===== src/rtl/power_mgmt_consts.vh =====
`ifndef POWER_MGMT_CONSTS_VH
`define POWER_MGMT_CONSTS_VH

// Special function register addresses
`define PM_ADDR_POWER_CONTROL   8'hC5
`define PM_ADDR_WRITE_KEY       8'hC1
`define PM_ADDR_IRQ_ENABLE      8'hEC
`define PM_ADDR_EVENT_FLAGS     8'hF8
`define PM_ADDR_SCRATCH_A       8'hFB
`define PM_ADDR_SCRATCH_B       8'hFC
`define PM_ADDR_SCRATCH_C       8'hFD
`define PM_ADDR_SCRATCH_D       8'hFE

// Unlock key for the power control register
`define PM_WRITE_KEY_VALUE      8'hA7

// Event bit positions, shared by enable and flag registers
`define PM_BIT_RESTORE          7
`define PM_BIT_RESERVED6        6
`define PM_BIT_SAG              5
`define PM_BIT_RESERVED4        4
`define PM_BIT_SUPERVISORY_CONV 3
`define PM_BIT_BATTERY_LEVEL    2
`define PM_BIT_SWITCHOVER       1
`define PM_BIT_SUPERVISORY_CMP  0

// Implemented bits and reset values of the enable and flag registers
`define PM_IRQ_ENABLE_MASK      8'hBF
`define PM_IRQ_ENABLE_RESET     8'h00
`define PM_EVENT_FLAGS_RESET    8'h00
`define PM_EVENT_FLAGS_MASK     8'hBF

// Power control layout
`define PM_PCTL_BIT_FIXED_ONE   7
`define PM_PCTL_BIT_METERING_SHUTDOWN 6
`define PM_PCTL_BIT_CORE_OFF    4
`define PM_PCTL_DIV_MSB         2
`define PM_PCTL_DIV_LSB         0
`define PM_PCTL_WRITE_MASK      8'h57
`define PM_PCTL_FIXED_BITS      8'h80
`define PM_PCTL_RESET           8'h82
`define PM_DIV_RESET            3'h2

// Scratch reset value
`define PM_SCRATCH_RESET        8'h00

// Switchover configuration codes
`define PM_SWCFG_VDD_ONLY       2'h0
`define PM_SWCFG_VDD_AND_DCIN   2'h1

`endif


===== src/rtl/power_mgmt_control_regs.v =====
`timescale 1ns/1ns
`include "power_mgmt_consts.vh"

// Notes on behaviour
// - Restore flag with bit 7 raises interrupt
// - Sag flag with bit 5 raises interrupt
// - Converter flag with bit 3 raises interrupt
// - Battery level flag with bit 2 raises interrupt
// - Switchover flag with bit 1 raises interrupt
// - Comparator flag with bit 0 raises interrupt
// - Four scratch bytes read, write, retained
// - Scratch cleared only when both supplies lost
// - Bit 6 stops metering in full power
// - Bit 4 on battery enters deep sleep
// - Divider field sets core clock, resets 010
// - Power control writable only right after key
// - Rail fed by main or battery supply
// - External control input can force battery
// - Flags set regardless of enable bits
// - Flags latched until software writes zero
// - Master enable gates the shared interrupt
module power_mgmt_control_regs (
    input  wire       core_clk,
    input  wire       rst_n,                 // Power-on reset, async, low
    input  wire       retention_rst_n,       // Low only when main and battery both lost
    input  wire [7:0] sfr_addr,              // Special function register address
    input  wire       sfr_wr,                // Write strobe, one cycle
    input  wire       sfr_rd,                // Read strobe, one cycle
    input  wire [7:0] sfr_wdata,             // Write data
    input  wire       sag_evt,               // Voltage sag detected, pulse
    input  wire       supervisory_conv_evt,  // Supervisory conversion event, pulse
    input  wire       battery_level_evt,     // Battery monitor event, pulse
    input  wire       supervisory_cmp_evt,   // Supervisory comparator event, pulse
    input  wire       supply_irq_master_en,  // Master enable of the shared interrupt
    input  wire       vdd_ok,                // Main supply good
    input  wire       vdcin_ok,              // Supervisory input good
    input  wire       battery_control_input, // External battery control pin
    input  wire       battery_control_en,    // External control pin enabled
    input  wire [1:0] switchover_cfg,        // Switchover detector configuration
    output reg  [7:0] sfr_rdata_q,           // Read data, valid cycle after strobe
    output reg        supply_irq_q,          // Shared interrupt request, level
    output reg        metering_shutdown_q,   // Modulators and metering off
    output reg        deep_sleep_mode_q,     // Core shut down, deepest saving mode
    output reg  [2:0] core_clock_divider_q,  // Core clock exponent
    output reg        internal_supply_rail_q,// 1 = rail on main, 0 = on battery
    output reg        full_power_mode_q,     // Running from main supply
    output reg        battery_run_mode_q     // Running from battery
);

    // Register state
    reg  [7:0] irq_enable_q;     // Event interrupt enables
    reg  [7:0] event_flags_q;    // Latched event flags
    reg  [7:0] event_flags_d;
    reg  [7:0] power_control_q;  // Stored power control bits
    reg        key_unlocked_q;   // Key written by the previous write
    reg  [7:0] scratch_q [0:3];  // Retained scratch bytes
    reg  [7:0] read_mux;         // Combinational read data
    reg  [7:0] new_events;       // Events seen this cycle
    reg        irq_d;

    wire       rail_on_battery;
    wire       switchover_evt;
    wire       restore_evt;
    wire       scratch_hit;
    wire [1:0] scratch_idx;
    wire       pctl_write;
    integer    i;

    // Address match, used by every register except the scratch bytes
    function hit;
        input [7:0] addr;
        input [7:0] target;
        begin
            hit = (addr == target);
        end
    endfunction

    // Scratch window covers four consecutive addresses
    function in_scratch;
        input [7:0] addr;
        begin
            in_scratch = (addr >= `PM_ADDR_SCRATCH_A) && (addr <= `PM_ADDR_SCRATCH_D);
        end
    endfunction

    assign scratch_hit = in_scratch(sfr_addr);
    assign scratch_idx = sfr_addr[1:0] - 2'h3;
    // Only the write right after the key is honoured
    assign pctl_write  = sfr_wr && hit(sfr_addr, `PM_ADDR_POWER_CONTROL) && key_unlocked_q;

    // Supply source selection and change events
    supply_switch_select u_switch (
        .core_clk              (core_clk),
        .rst_n                 (rst_n),
        .vdd_ok                (vdd_ok),
        .vdcin_ok              (vdcin_ok),
        .battery_control_input (battery_control_input),
        .battery_control_en    (battery_control_en),
        .switchover_cfg        (switchover_cfg),
        .rail_on_battery_q     (rail_on_battery),
        .switchover_evt_q      (switchover_evt),
        .restore_evt_q         (restore_evt)
    );

    // Gather this cycle's events into flag positions
    always @* begin
        new_events = 8'h00;
        new_events[`PM_BIT_RESTORE]          = restore_evt;
        new_events[`PM_BIT_SAG]              = sag_evt;
        new_events[`PM_BIT_SUPERVISORY_CONV] = supervisory_conv_evt;
        new_events[`PM_BIT_BATTERY_LEVEL]    = battery_level_evt;
        new_events[`PM_BIT_SWITCHOVER]       = switchover_evt;
        new_events[`PM_BIT_SUPERVISORY_CMP]  = supervisory_cmp_evt;
    end

    // Flag next state: write zero clears, a new event wins over the clear
    always @* begin
        event_flags_d = event_flags_q;
        if (sfr_wr && hit(sfr_addr, `PM_ADDR_EVENT_FLAGS)) begin
            event_flags_d = event_flags_q & sfr_wdata;
        end
        // Setting ignores the enables entirely
        event_flags_d = (event_flags_d | new_events) & `PM_EVENT_FLAGS_MASK;
    end

    // Interrupt request from enabled flags
    always @* begin
        irq_d = 1'b0;
        if (irq_enable_q[`PM_BIT_RESTORE] && event_flags_q[`PM_BIT_RESTORE]) begin
            irq_d = 1'b1;
        end
        if (irq_enable_q[`PM_BIT_SAG] && event_flags_q[`PM_BIT_SAG]) begin
            irq_d = 1'b1;
        end
        if (irq_enable_q[`PM_BIT_SUPERVISORY_CONV] && event_flags_q[`PM_BIT_SUPERVISORY_CONV]) begin
            irq_d = 1'b1;
        end
        if (irq_enable_q[`PM_BIT_BATTERY_LEVEL] && event_flags_q[`PM_BIT_BATTERY_LEVEL]) begin
            irq_d = 1'b1;
        end
        if (irq_enable_q[`PM_BIT_SWITCHOVER] && event_flags_q[`PM_BIT_SWITCHOVER]) begin
            irq_d = 1'b1;
        end
        if (irq_enable_q[`PM_BIT_SUPERVISORY_CMP] && event_flags_q[`PM_BIT_SUPERVISORY_CMP]) begin
            irq_d = 1'b1;
        end
        // Stays high while any enabled flag stays set and the master enable is high
        irq_d = irq_d && supply_irq_master_en;
    end

    // Read multiplexer; unmapped addresses read zero
    always @* begin
        read_mux = 8'h00;
        if (hit(sfr_addr, `PM_ADDR_POWER_CONTROL)) begin
            read_mux = power_control_q | `PM_PCTL_FIXED_BITS;
        end else if (hit(sfr_addr, `PM_ADDR_IRQ_ENABLE)) begin
            read_mux = irq_enable_q;
        end else if (hit(sfr_addr, `PM_ADDR_EVENT_FLAGS)) begin
            read_mux = event_flags_q;
        end else if (scratch_hit) begin
            read_mux = scratch_q[scratch_idx];
        end
    end

    // Enables, flags, key and interrupt, all on power-on reset
    always @(posedge core_clk or negedge rst_n) begin
        if (!rst_n) begin
            irq_enable_q   <= `PM_IRQ_ENABLE_RESET;
            event_flags_q  <= `PM_EVENT_FLAGS_RESET;
            key_unlocked_q <= 1'b0;
            supply_irq_q   <= 1'b0;
            sfr_rdata_q    <= 8'h00;
        end else begin
            event_flags_q <= event_flags_d;
            supply_irq_q  <= irq_d;
            // Bit 6 reads zero; bit 4 stored as written, software keeps it low
            if (sfr_wr && hit(sfr_addr, `PM_ADDR_IRQ_ENABLE)) begin
                irq_enable_q <= sfr_wdata & `PM_IRQ_ENABLE_MASK;
            end
            // Any write consumes the unlock; only the key write arms it
            if (sfr_wr) begin
                key_unlocked_q <= hit(sfr_addr, `PM_ADDR_WRITE_KEY) &&
                                  (sfr_wdata == `PM_WRITE_KEY_VALUE);
            end
            if (sfr_rd) begin
                sfr_rdata_q <= read_mux;
            end
        end
    end

    // Power control register, key protected
    always @(posedge core_clk or negedge rst_n) begin
        if (!rst_n) begin
            power_control_q <= `PM_PCTL_RESET;
        end else if (pctl_write) begin
            // Reserved bits are not stored; bit 7 is forced on read
            power_control_q <= sfr_wdata & `PM_PCTL_WRITE_MASK;
        end
    end

    // Scratch bytes live on the retention reset only, so mode changes and
    // the power-on reset leave them alone
    always @(posedge core_clk or negedge retention_rst_n) begin
        if (!retention_rst_n) begin
            for (i = 0; i < 4; i = i + 1) begin
                scratch_q[i] <= `PM_SCRATCH_RESET;
            end
        end else if (sfr_wr && scratch_hit) begin
            scratch_q[scratch_idx] <= sfr_wdata;
        end
    end

    // Mode and control outputs, registered
    always @(posedge core_clk or negedge rst_n) begin
        if (!rst_n) begin
            metering_shutdown_q    <= 1'b0;
            deep_sleep_mode_q      <= 1'b0;
            core_clock_divider_q   <= `PM_DIV_RESET;
            internal_supply_rail_q <= 1'b1;
            full_power_mode_q      <= 1'b1;
            battery_run_mode_q     <= 1'b0;
        end else begin
            internal_supply_rail_q <= !rail_on_battery;
            full_power_mode_q      <= !rail_on_battery;
            battery_run_mode_q     <= rail_on_battery;
            // Metering can only be switched off while on the main supply
            metering_shutdown_q <= power_control_q[`PM_PCTL_BIT_METERING_SHUTDOWN] && !rail_on_battery;
            // Core shutdown is only meaningful when running from battery
            deep_sleep_mode_q <= power_control_q[`PM_PCTL_BIT_CORE_OFF] && rail_on_battery;
            // Core clock is 4.096 MHz shifted right by this field
            core_clock_divider_q <= power_control_q[`PM_PCTL_DIV_MSB:`PM_PCTL_DIV_LSB];
        end
    end

endmodule


===== src/rtl/supply_switch_select.v =====
`timescale 1ns/1ns
`include "power_mgmt_consts.vh"

// Decides which supply feeds the internal rail and reports the changes
module supply_switch_select (
    input  wire       core_clk,
    input  wire       rst_n,
    input  wire       vdd_ok,                // Main supply above its threshold
    input  wire       vdcin_ok,              // Supervisory input above its threshold
    input  wire       battery_control_input, // External switchover request, low = battery
    input  wire       battery_control_en,    // External control input honoured
    input  wire [1:0] switchover_cfg,        // Which level detectors may switch
    output reg        rail_on_battery_q,     // Internal supply rail source
    output reg        switchover_evt_q,      // One-cycle pulse, rail moved to battery
    output reg        restore_evt_q          // One-cycle pulse, rail back on main
);

    reg  pin_prev_q;  // Last sampled external control level
    reg  pin_hold_q;  // Switchover held by the external input
    wire pin_fall;
    wire level_low;
    wire want_battery;

    // Level detectors enabled by configuration; code 1X disables level switching
    assign level_low = !switchover_cfg[1] &&
                       (!vdd_ok || ((switchover_cfg == `PM_SWCFG_VDD_AND_DCIN) && !vdcin_ok));
    assign pin_fall = battery_control_en && pin_prev_q && !battery_control_input;
    // Either main or battery feeds the rail, never both
    assign want_battery = level_low || pin_fall || pin_hold_q;

    // Falling edge of the control input latches a switchover until it rises or battery_control_en drops
    always @(posedge core_clk or negedge rst_n) begin
        if (!rst_n) begin
            pin_prev_q <= 1'b1;
            pin_hold_q <= 1'b0;
        end else begin
            pin_prev_q <= battery_control_input;
            if (pin_fall) begin
                pin_hold_q <= 1'b1;
            end else if (!battery_control_en || battery_control_input) begin
                pin_hold_q <= 1'b0;
            end
        end
    end

    // Rail source and its change events
    always @(posedge core_clk or negedge rst_n) begin
        if (!rst_n) begin
            rail_on_battery_q <= 1'b0;
            switchover_evt_q  <= 1'b0;
            restore_evt_q     <= 1'b0;
        end else begin
            rail_on_battery_q <= want_battery;
            switchover_evt_q  <= want_battery && !rail_on_battery_q;
            restore_evt_q     <= !want_battery && rail_on_battery_q;
        end
    end

endmodule


===== config.mk =====
export PLATFORM = sky130hd
export DESIGN_NAME = power_mgmt_control_regs
export DESIGN_NICKNAME = d
export VERILOG_FILES = /design/src/rtl/power_mgmt_control_regs.v /design/src/rtl/supply_switch_select.v
export VERILOG_INCLUDE_DIRS = /design/src /design/src/rtl
export SDC_FILE = /design/constraint.sdc
export NUM_CORES = 1
export LEC_CHECK = 0
export BUFFER_PORTS_ARGS = -buffer_cell sky130_fd_sc_hd__buf_2
export CORE_MARGIN = 1.5
export CORE_UTILIZATION = 55
export CTS_CLUSTER_SIZE = 28
export DETAILED_ROUTE_END_ITERATION = 12
export MAX_ROUTING_LAYER = met4
export PLACE_DENSITY = 0.74
export SLEW_MARGIN = 20
export SYNTH_ARGS = -nofsm -noshare
export SYNTH_HDL_FRONTEND = slang
export SYNTH_SLANG_ARGS = --single-unit
export TNS_END_PERCENT = 100

===== constraint.sdc =====
create_clock -name core_clk -period 2 [get_ports core_clk]
set_clock_uncertainty 0.1 [all_clocks]
set_input_delay 0.2 -clock core_clk [delete_from_list [all_inputs] [get_ports core_clk]]
set_output_delay 0.2 -clock core_clk [all_outputs]
set_load 0.01 [all_outputs]

==> flow_summary.json, run 1 <==
{
  "status": "finished clean",
  "setup-tns-final_ns": 0,
  "areaGrowthSynthToFinish_pct": 21.2,
  "drt_pre_antenna_iters": 5,
  "max_slew_margin_pct": 51.1,
  "coreArea_mm2": 0.00557,
  "routed_via_density": 5.75,
  "antennaDiodeCount": 0,
  "rr_startpoint": "scratch_q[13]",
  "hp-start": "battery_control_en",
  "layout.cells.most_common": "dfrtp_1",
  "finalMaxSlewViolations": 0,
  "start_util_pct": 57.5,
  "path_delay_family": "simple AND/OR/NAND/NOR gates",
  "rsz0062_at_grt": "false",
  "worst_slew_pin_slew_ns": 0.734,
  "cts_max_level": 3,
  "root_buffer": "clkbuf_8",
  "cp_max_fo": 8,
  "drive_gt1_share_pct": 45.0,
  "num_rows": 27,
  "io-pin-count": 49,
  "postRouteAntennaNets": 0,
  "ctsHoldBuffers": 8,
  "setup_viol": 0,
  "port_buffers": 48,
  "pre_cts_ws_ns": -0.0376,
  "grt_pass1_vias": 2300,
  "r2r-end": "sfr_rdata_q[5]",
  "wl_per_cell_um": 17.7,
  "cts_tree": "done",
  "crit_arrival_ns": 1.79,
  "ir_drop_uv": 648,
  "grt_pass1_wl_mm": 11.5,
  "synth-seq-cells": 73,
  "synth_top_area_share_pct": 53.8,
  "powerDensity_mw_per_mm2": 795,
  "r2r_cells": 3,
  "timing.critical_path.required_ns": 2.13,
  "die_y_um": 79.4,
  "synth_warnings": 0,
  "final_cells": 379,
  "antenna_found_initial": 0,
  "whs_endpoint": "u_switch.pin_hold_q",
  "crit_slowest_cell": "nor4_4",
  "synth_area_leaders": "dfrtp_1 (54%), mux2_2 (15%), mux4_2 (5.6%)",
  "netlist_area_mm2": 0.00321,
  "synth_ff_type": "dfrtp_1",
  "leakage_nw": 1.90,
  "fillers": 397,
  "cts_resized": 0,
  "async_reset_ff_share_pct": 100,
  "synth_edf_count": 0,
  "clock-sinks": 73,
  "crit_type": "primary input to register",
  "overflow": 0,
  "drv_cap": 0,
  "startpoint_type": "primary input",
  "startpoint": "sfr_addr[0]",
  "final_cell_mix": "dfrtp_1 (69), buf_2 (48), mux2_2 (42), nor2_1 (11), buf_4 (11)",
  "synth_cell_types": 39,
  "place_inst": 355,
  "path_cells": "buf_2 -> inv_1 -> ha_1 -> and3b_1 -> nor4_4 -> nand2_2 -> mux2_1",
  "dp_hpwl_mm": 4.83,
  "drt-total-wl_mm": 6.72,
  "synth_top_area_cell": "dfrtp_1",
  "place_congestion": 0.776,
  "fmax_ghz": 0.602,
  "drc": 0,
  "seq_area_frac_synth_pct": 57.1,
  "syn_avg_cell_area_um2": 13.9,
  "die-width_um": 79.4,
  "layout.nets": 338,
  "critPathCaptureType": "register",
  "min_path_type": "primary input to register",
  "cts_setup_buffers": 0,
  "clk_pin_slew_ns": 0.07,
  "synthCells": 231,
  "cts_buffers": 9,
  "fin_crit_ns": 1.66,
  "crit_buf_inv": 2,
  "clockBufferDepth": 2,
  "setup_slack_ns": 0.339,
  "clk_latency_ns": 0.35,
  "hold_viol": 0,
  "num_vias": 2180,
  "slowest_delay_ns": 0.37,
  "die_area_mm2": 0.00630,
  "post-route-period-util_pct": 83.1,
  "whs_path_depth": 2,
  "synth.net_count": 267,
  "grtUsageTotal_pct": 25.7,
  "drtIter0Drc": 153,
  "grt_max_degree": 35,
  "reg2reg_slack_ns": 0.40
}
## Yosys cell counts, types with 4 or more instances
master and number:
a22oi_1 4, nor2b_1 5, o21ai_0 7, nand2b_1 9, mux4_2 8, a221oi_1 7
ha_1 4, inv_1 8, o31ai_1 4, dfstp_2 4, mux2_2 42, a31oi_1 6
nor2_1 11, dfrtp_1 69, nand2_1 4, nand2_2 4
## power breakdown
group / total [mW] / switching, mW / leakage (nW) / internal [mW]
sequential: 1.57 / 0.0302 / 0.956 / 1.54
clock: 1.27 / 0.532 / 0.113 / 0.734
combinational: 0.259 / 0.134 / 0.830 / 0.125
total: 3.09 / 0.696 / 1.90 / 2.40
## final cells by class
cell class	count	area, um^2	area share (%)
multi-input combinational	143	1310	33.8
sequential	73	1830	47.1
tap	72	90.1	2.32
clock inverter	5	78.8	2.03
timing repair buffer	67	403	10.4
clock buffer	11	141	3.64
inverter	8	30.0	0.772
## routing by layer
metal / global-route usage, % / up-vias / wire length, um
met5: - / - / 0
met4: 10.9 / 0 / 138
met3: 5.86 / 12 / 301
met2: 38.5 / 64 / 3220
met1: 33.9 / 1094 / 3060
li1: - / 1010 / -
## registers in the layout, indices dropped and copies added (netlist names), 3 cells and up
register,flops
core_clock_divider_q,3
sfr_rdata_q,8
event_flags_q,7
power_control_q,5
scratch_q,32
irq_enable_q,7
## how the worst max path moves through the flow
stage | endpoint | slack, ns | depth (start not counted)
6_report | scratch_q[9] | 0.34 | 7
5_1_grt | scratch_q[9] | 0.22 | 7
4_1_cts | scratch_q[9] | 0.33 | 7
3_5_place_dp | scratch_q[9] | -0.04 | 7
3_3_place_gp | scratch_q[9] | 0.02 | 7
2_1_floorplan | irq_enable_q[0] | 0.04 | 8
## logic make-up after synthesis
group           count (synthesis)  share of synthesized area (%)
compound gates                 34                           7.41
buf+inv                        15                           2.03
simple gates                   53                           10.8
mux                            52                           21.1
fa+ha+maj                       4                           1.56
flops                          73                           57.1
## worst register-to-register path, stage by stage, from the launching register on
cell	delay, ns
dfrtp_1	0.38
mux4_2	0.48
a221oi_1	0.38
o32ai_1	0.14
## metrics by stage
| stage | hold slack, ns | utilization (%) | power (mW) | area, um^2 |
|---|---|---|---|---|
| global route | 0.0399 | 69.7 | 3.22 | 3890 |
| CTS | 0.0294 | 69.7 | 3.12 | 3890 |
| global placement | 0.180 | 64.4 | 1.84 | 3590 |
| detailed placement | 0.185 | 64.4 | 1.84 | 3590 |
| floorplan | -0.196 | - | 1.71 | 3210 |
| finish | 0.0367 | 69.7 | 3.09 | 3890 |
No activity file was read; power rests on OpenSTA's default activity.
==> run 2: changes to the inputs <==
CORE_UTILIZATION = 51   (was 55)
PLACE_DENSITY = 0.72   (was 0.74)
clock period = 1.4 ns   (was 2 ns; I/O delays follow)
==> flow_summary.json, run 2 (synthesis results as in run 1) <==
{
  "holdWs_ns": 0.0286,
  "layout.cells.most_common": "dfrtp_1",
  "drc": 0,
  "largest_reg_flops": 32,
  "seq_area_mm2": 0.00183,
  "startpoint_type": "register",
  "dp_hpwl_mm": 5.10,
  "port_buffers": 48,
  "largest-register": "scratch_q",
  "hold_viol": 0,
  "die-width_um": 82.3,
  "final_cell_mix": "dfrtp_1 (69), buf_2 (46), mux2_2 (41), buf_4 (30), nor2_1 (11)",
  "path_delay_family": "multiplexers",
  "leakage_nw": 2.06,
  "clk_latency_ns": 0.35,
  "worst_slew_pin_slew_ns": 0.395,
  "die_area_mm2": 0.00677,
  "timing.critical_path.required_ns": 1.51,
  "layout.nets": 364,
  "powerDensity_mw_per_mm2": 1020,
  "rsz0062_at_grt": "true",
  "status": "complete, but fails checks",
  "setup_viol": 9,
  "drt-total-wl_mm": 7.28,
  "clockBufferDepth": 2,
  "clk_pin_slew_ns": 0.09,
  "cts_buffers": 9,
  "critPathCaptureType": "register",
  "coreArea_mm2": 0.00599,
  "wl_per_cell_um": 17.8,
  "place_congestion": 0.888,
  "slowest_delay_ns": 0.51,
  "grt_pass1_wl_mm": 11.9,
  "crit_slowest_cell": "mux4_2",
  "drt_pre_antenna_iters": 4,
  "cts_tree": "done",
  "cts_max_level": 3,
  "num_vias": 2286,
  "crit_type": "register to register",
  "fin_util_pct": 71.6,
  "drtIter0Drc": 78,
  "grt_pass1_vias": 2403,
  "die_y_um": 82.3,
  "ir_drop_uv": 891,
  "fin_crit_ns": 1.53,
  "drive_gt1_share_pct": 53.5,
  "fmax_ghz": 0.653,
  "min_path_type": "primary input to register",
  "crit_buf_inv": 0,
  "max_slew_margin_pct": 73.7,
  "routed_via_density": 5.60,
  "num_rows": 28,
  "clock-sinks": 73,
  "finalMaxSlewViolations": 0,
  "crit_arrival_ns": 1.64,
  "pre_cts_ws_ns": -0.534,
  "overflow": 0,
  "path_cells": "mux4_2 -> a221oi_2 -> o32ai_1",
  "io-pin-count": 49,
  "post-route-period-util_pct": 109,
  "grtUsageTotal_pct": 25.1,
  "violations": "setup timing",
  "postRouteAntennaNets": 0,
  "cp_max_fo": 2,
  "start_util_pct": 53.5,
  "grt_max_degree": 33,
  "setup_slack_ns": -0.132,
  "antennaDiodeCount": 0,
  "drv_cap": 0,
  "fillers": 406,
  "antenna_found_initial": 0,
  "areaGrowthSynthToFinish_pct": 33.7,
  "multi_input_area_mm2": 0.00148,
  "root_buffer": "clkbuf_8",
  "largestRegisters": "scratch_q: 32 flops, sfr_rdata_q: 8 flops"
}
[run 2: cell count changes in the layout (fill, tap and decap cells not counted), sizes merged]
cell,change
buf,+24
clkbuf,-2
dlygate4sd3,+2
bufinv,-1
clkinv,+1
clkinvlp,+1
inv,+1
[run 2: worst paths after layout]
kind	startpoint	endpoint	slack (ns)	depth (start not counted)
setup / recovery	scratch_q[11]	sfr_rdata_q[3]	-0.13	3
hold / removal	sfr_wdata[6]	power_control_q[6]	0.03	2
setup reg to reg	scratch_q[11]	sfr_rdata_q[3]	-0.13	3
hold reg to reg	power_control_q[1]	core_clock_divider_q[1]	0.27	0
max in group asynchronous	rst_n	u_switch.pin_prev_q	0.53	3
min in group asynchronous	rst_n	irq_enable_q[0]	0.14	2
[run 2: layout make-up]
type / count / share of cell area (%)
clock buffer: 9 / 2.89
sequential: 73 / 42.7
tap: 75 / 2.19
timing repair buffer: 93 / 15.1
clock inverter: 7 / 1.81
multi-input combinational: 143 / 34.5
inverter: 8 / 0.817
[run 2: stage by stage]
step | TNS [ns] | total power [mW] | instances | instance area, um^2
final | -0.440 | 4.36 | 408 | 4290
after global routing | -1.06 | 4.54 | 408 | 4290
after CTS | -0.319 | 4.38 | 407 | 4220
after detailed placement | -26.11 | 2.69 | 378 | 3790
after global placement | -24.25 | 2.68 | 378 | 3790
after floorplan | -17.67 | 2.45 | 231 | 3260
[run 2: report_power, final]
part	total [mW]	switching, mW	internal [mW]
registers	2.24	0.0429	2.19
logic	0.466	0.228	0.237
clock network	1.66	0.825	0.838
[run 2: metal layers]
metal / up-vias / wire [um] / global-route usage (%)
li1: 1056 / - / -
met1: 1171 / 3190 / 32.6
met2: 48 / 3660 / 39.3
met3: 11 / 293 / 3.74
met4: 0 / 134 / 11.0
met5: - / 0 / -
[run 2: what timing repair did]
| action | CTS | global route |
|---|---|---|
| hold endpoints to repair | 77 | 0 |
| pin swaps | 5 | 3 |
| cloned | 0 | 0 |
| hold buffers | 10 | 0 |
| resized for setup | 21 | 12 |
| buffers inserted | 3 | 1 |
| endpoints found under the setup margin | 45 | 46 |
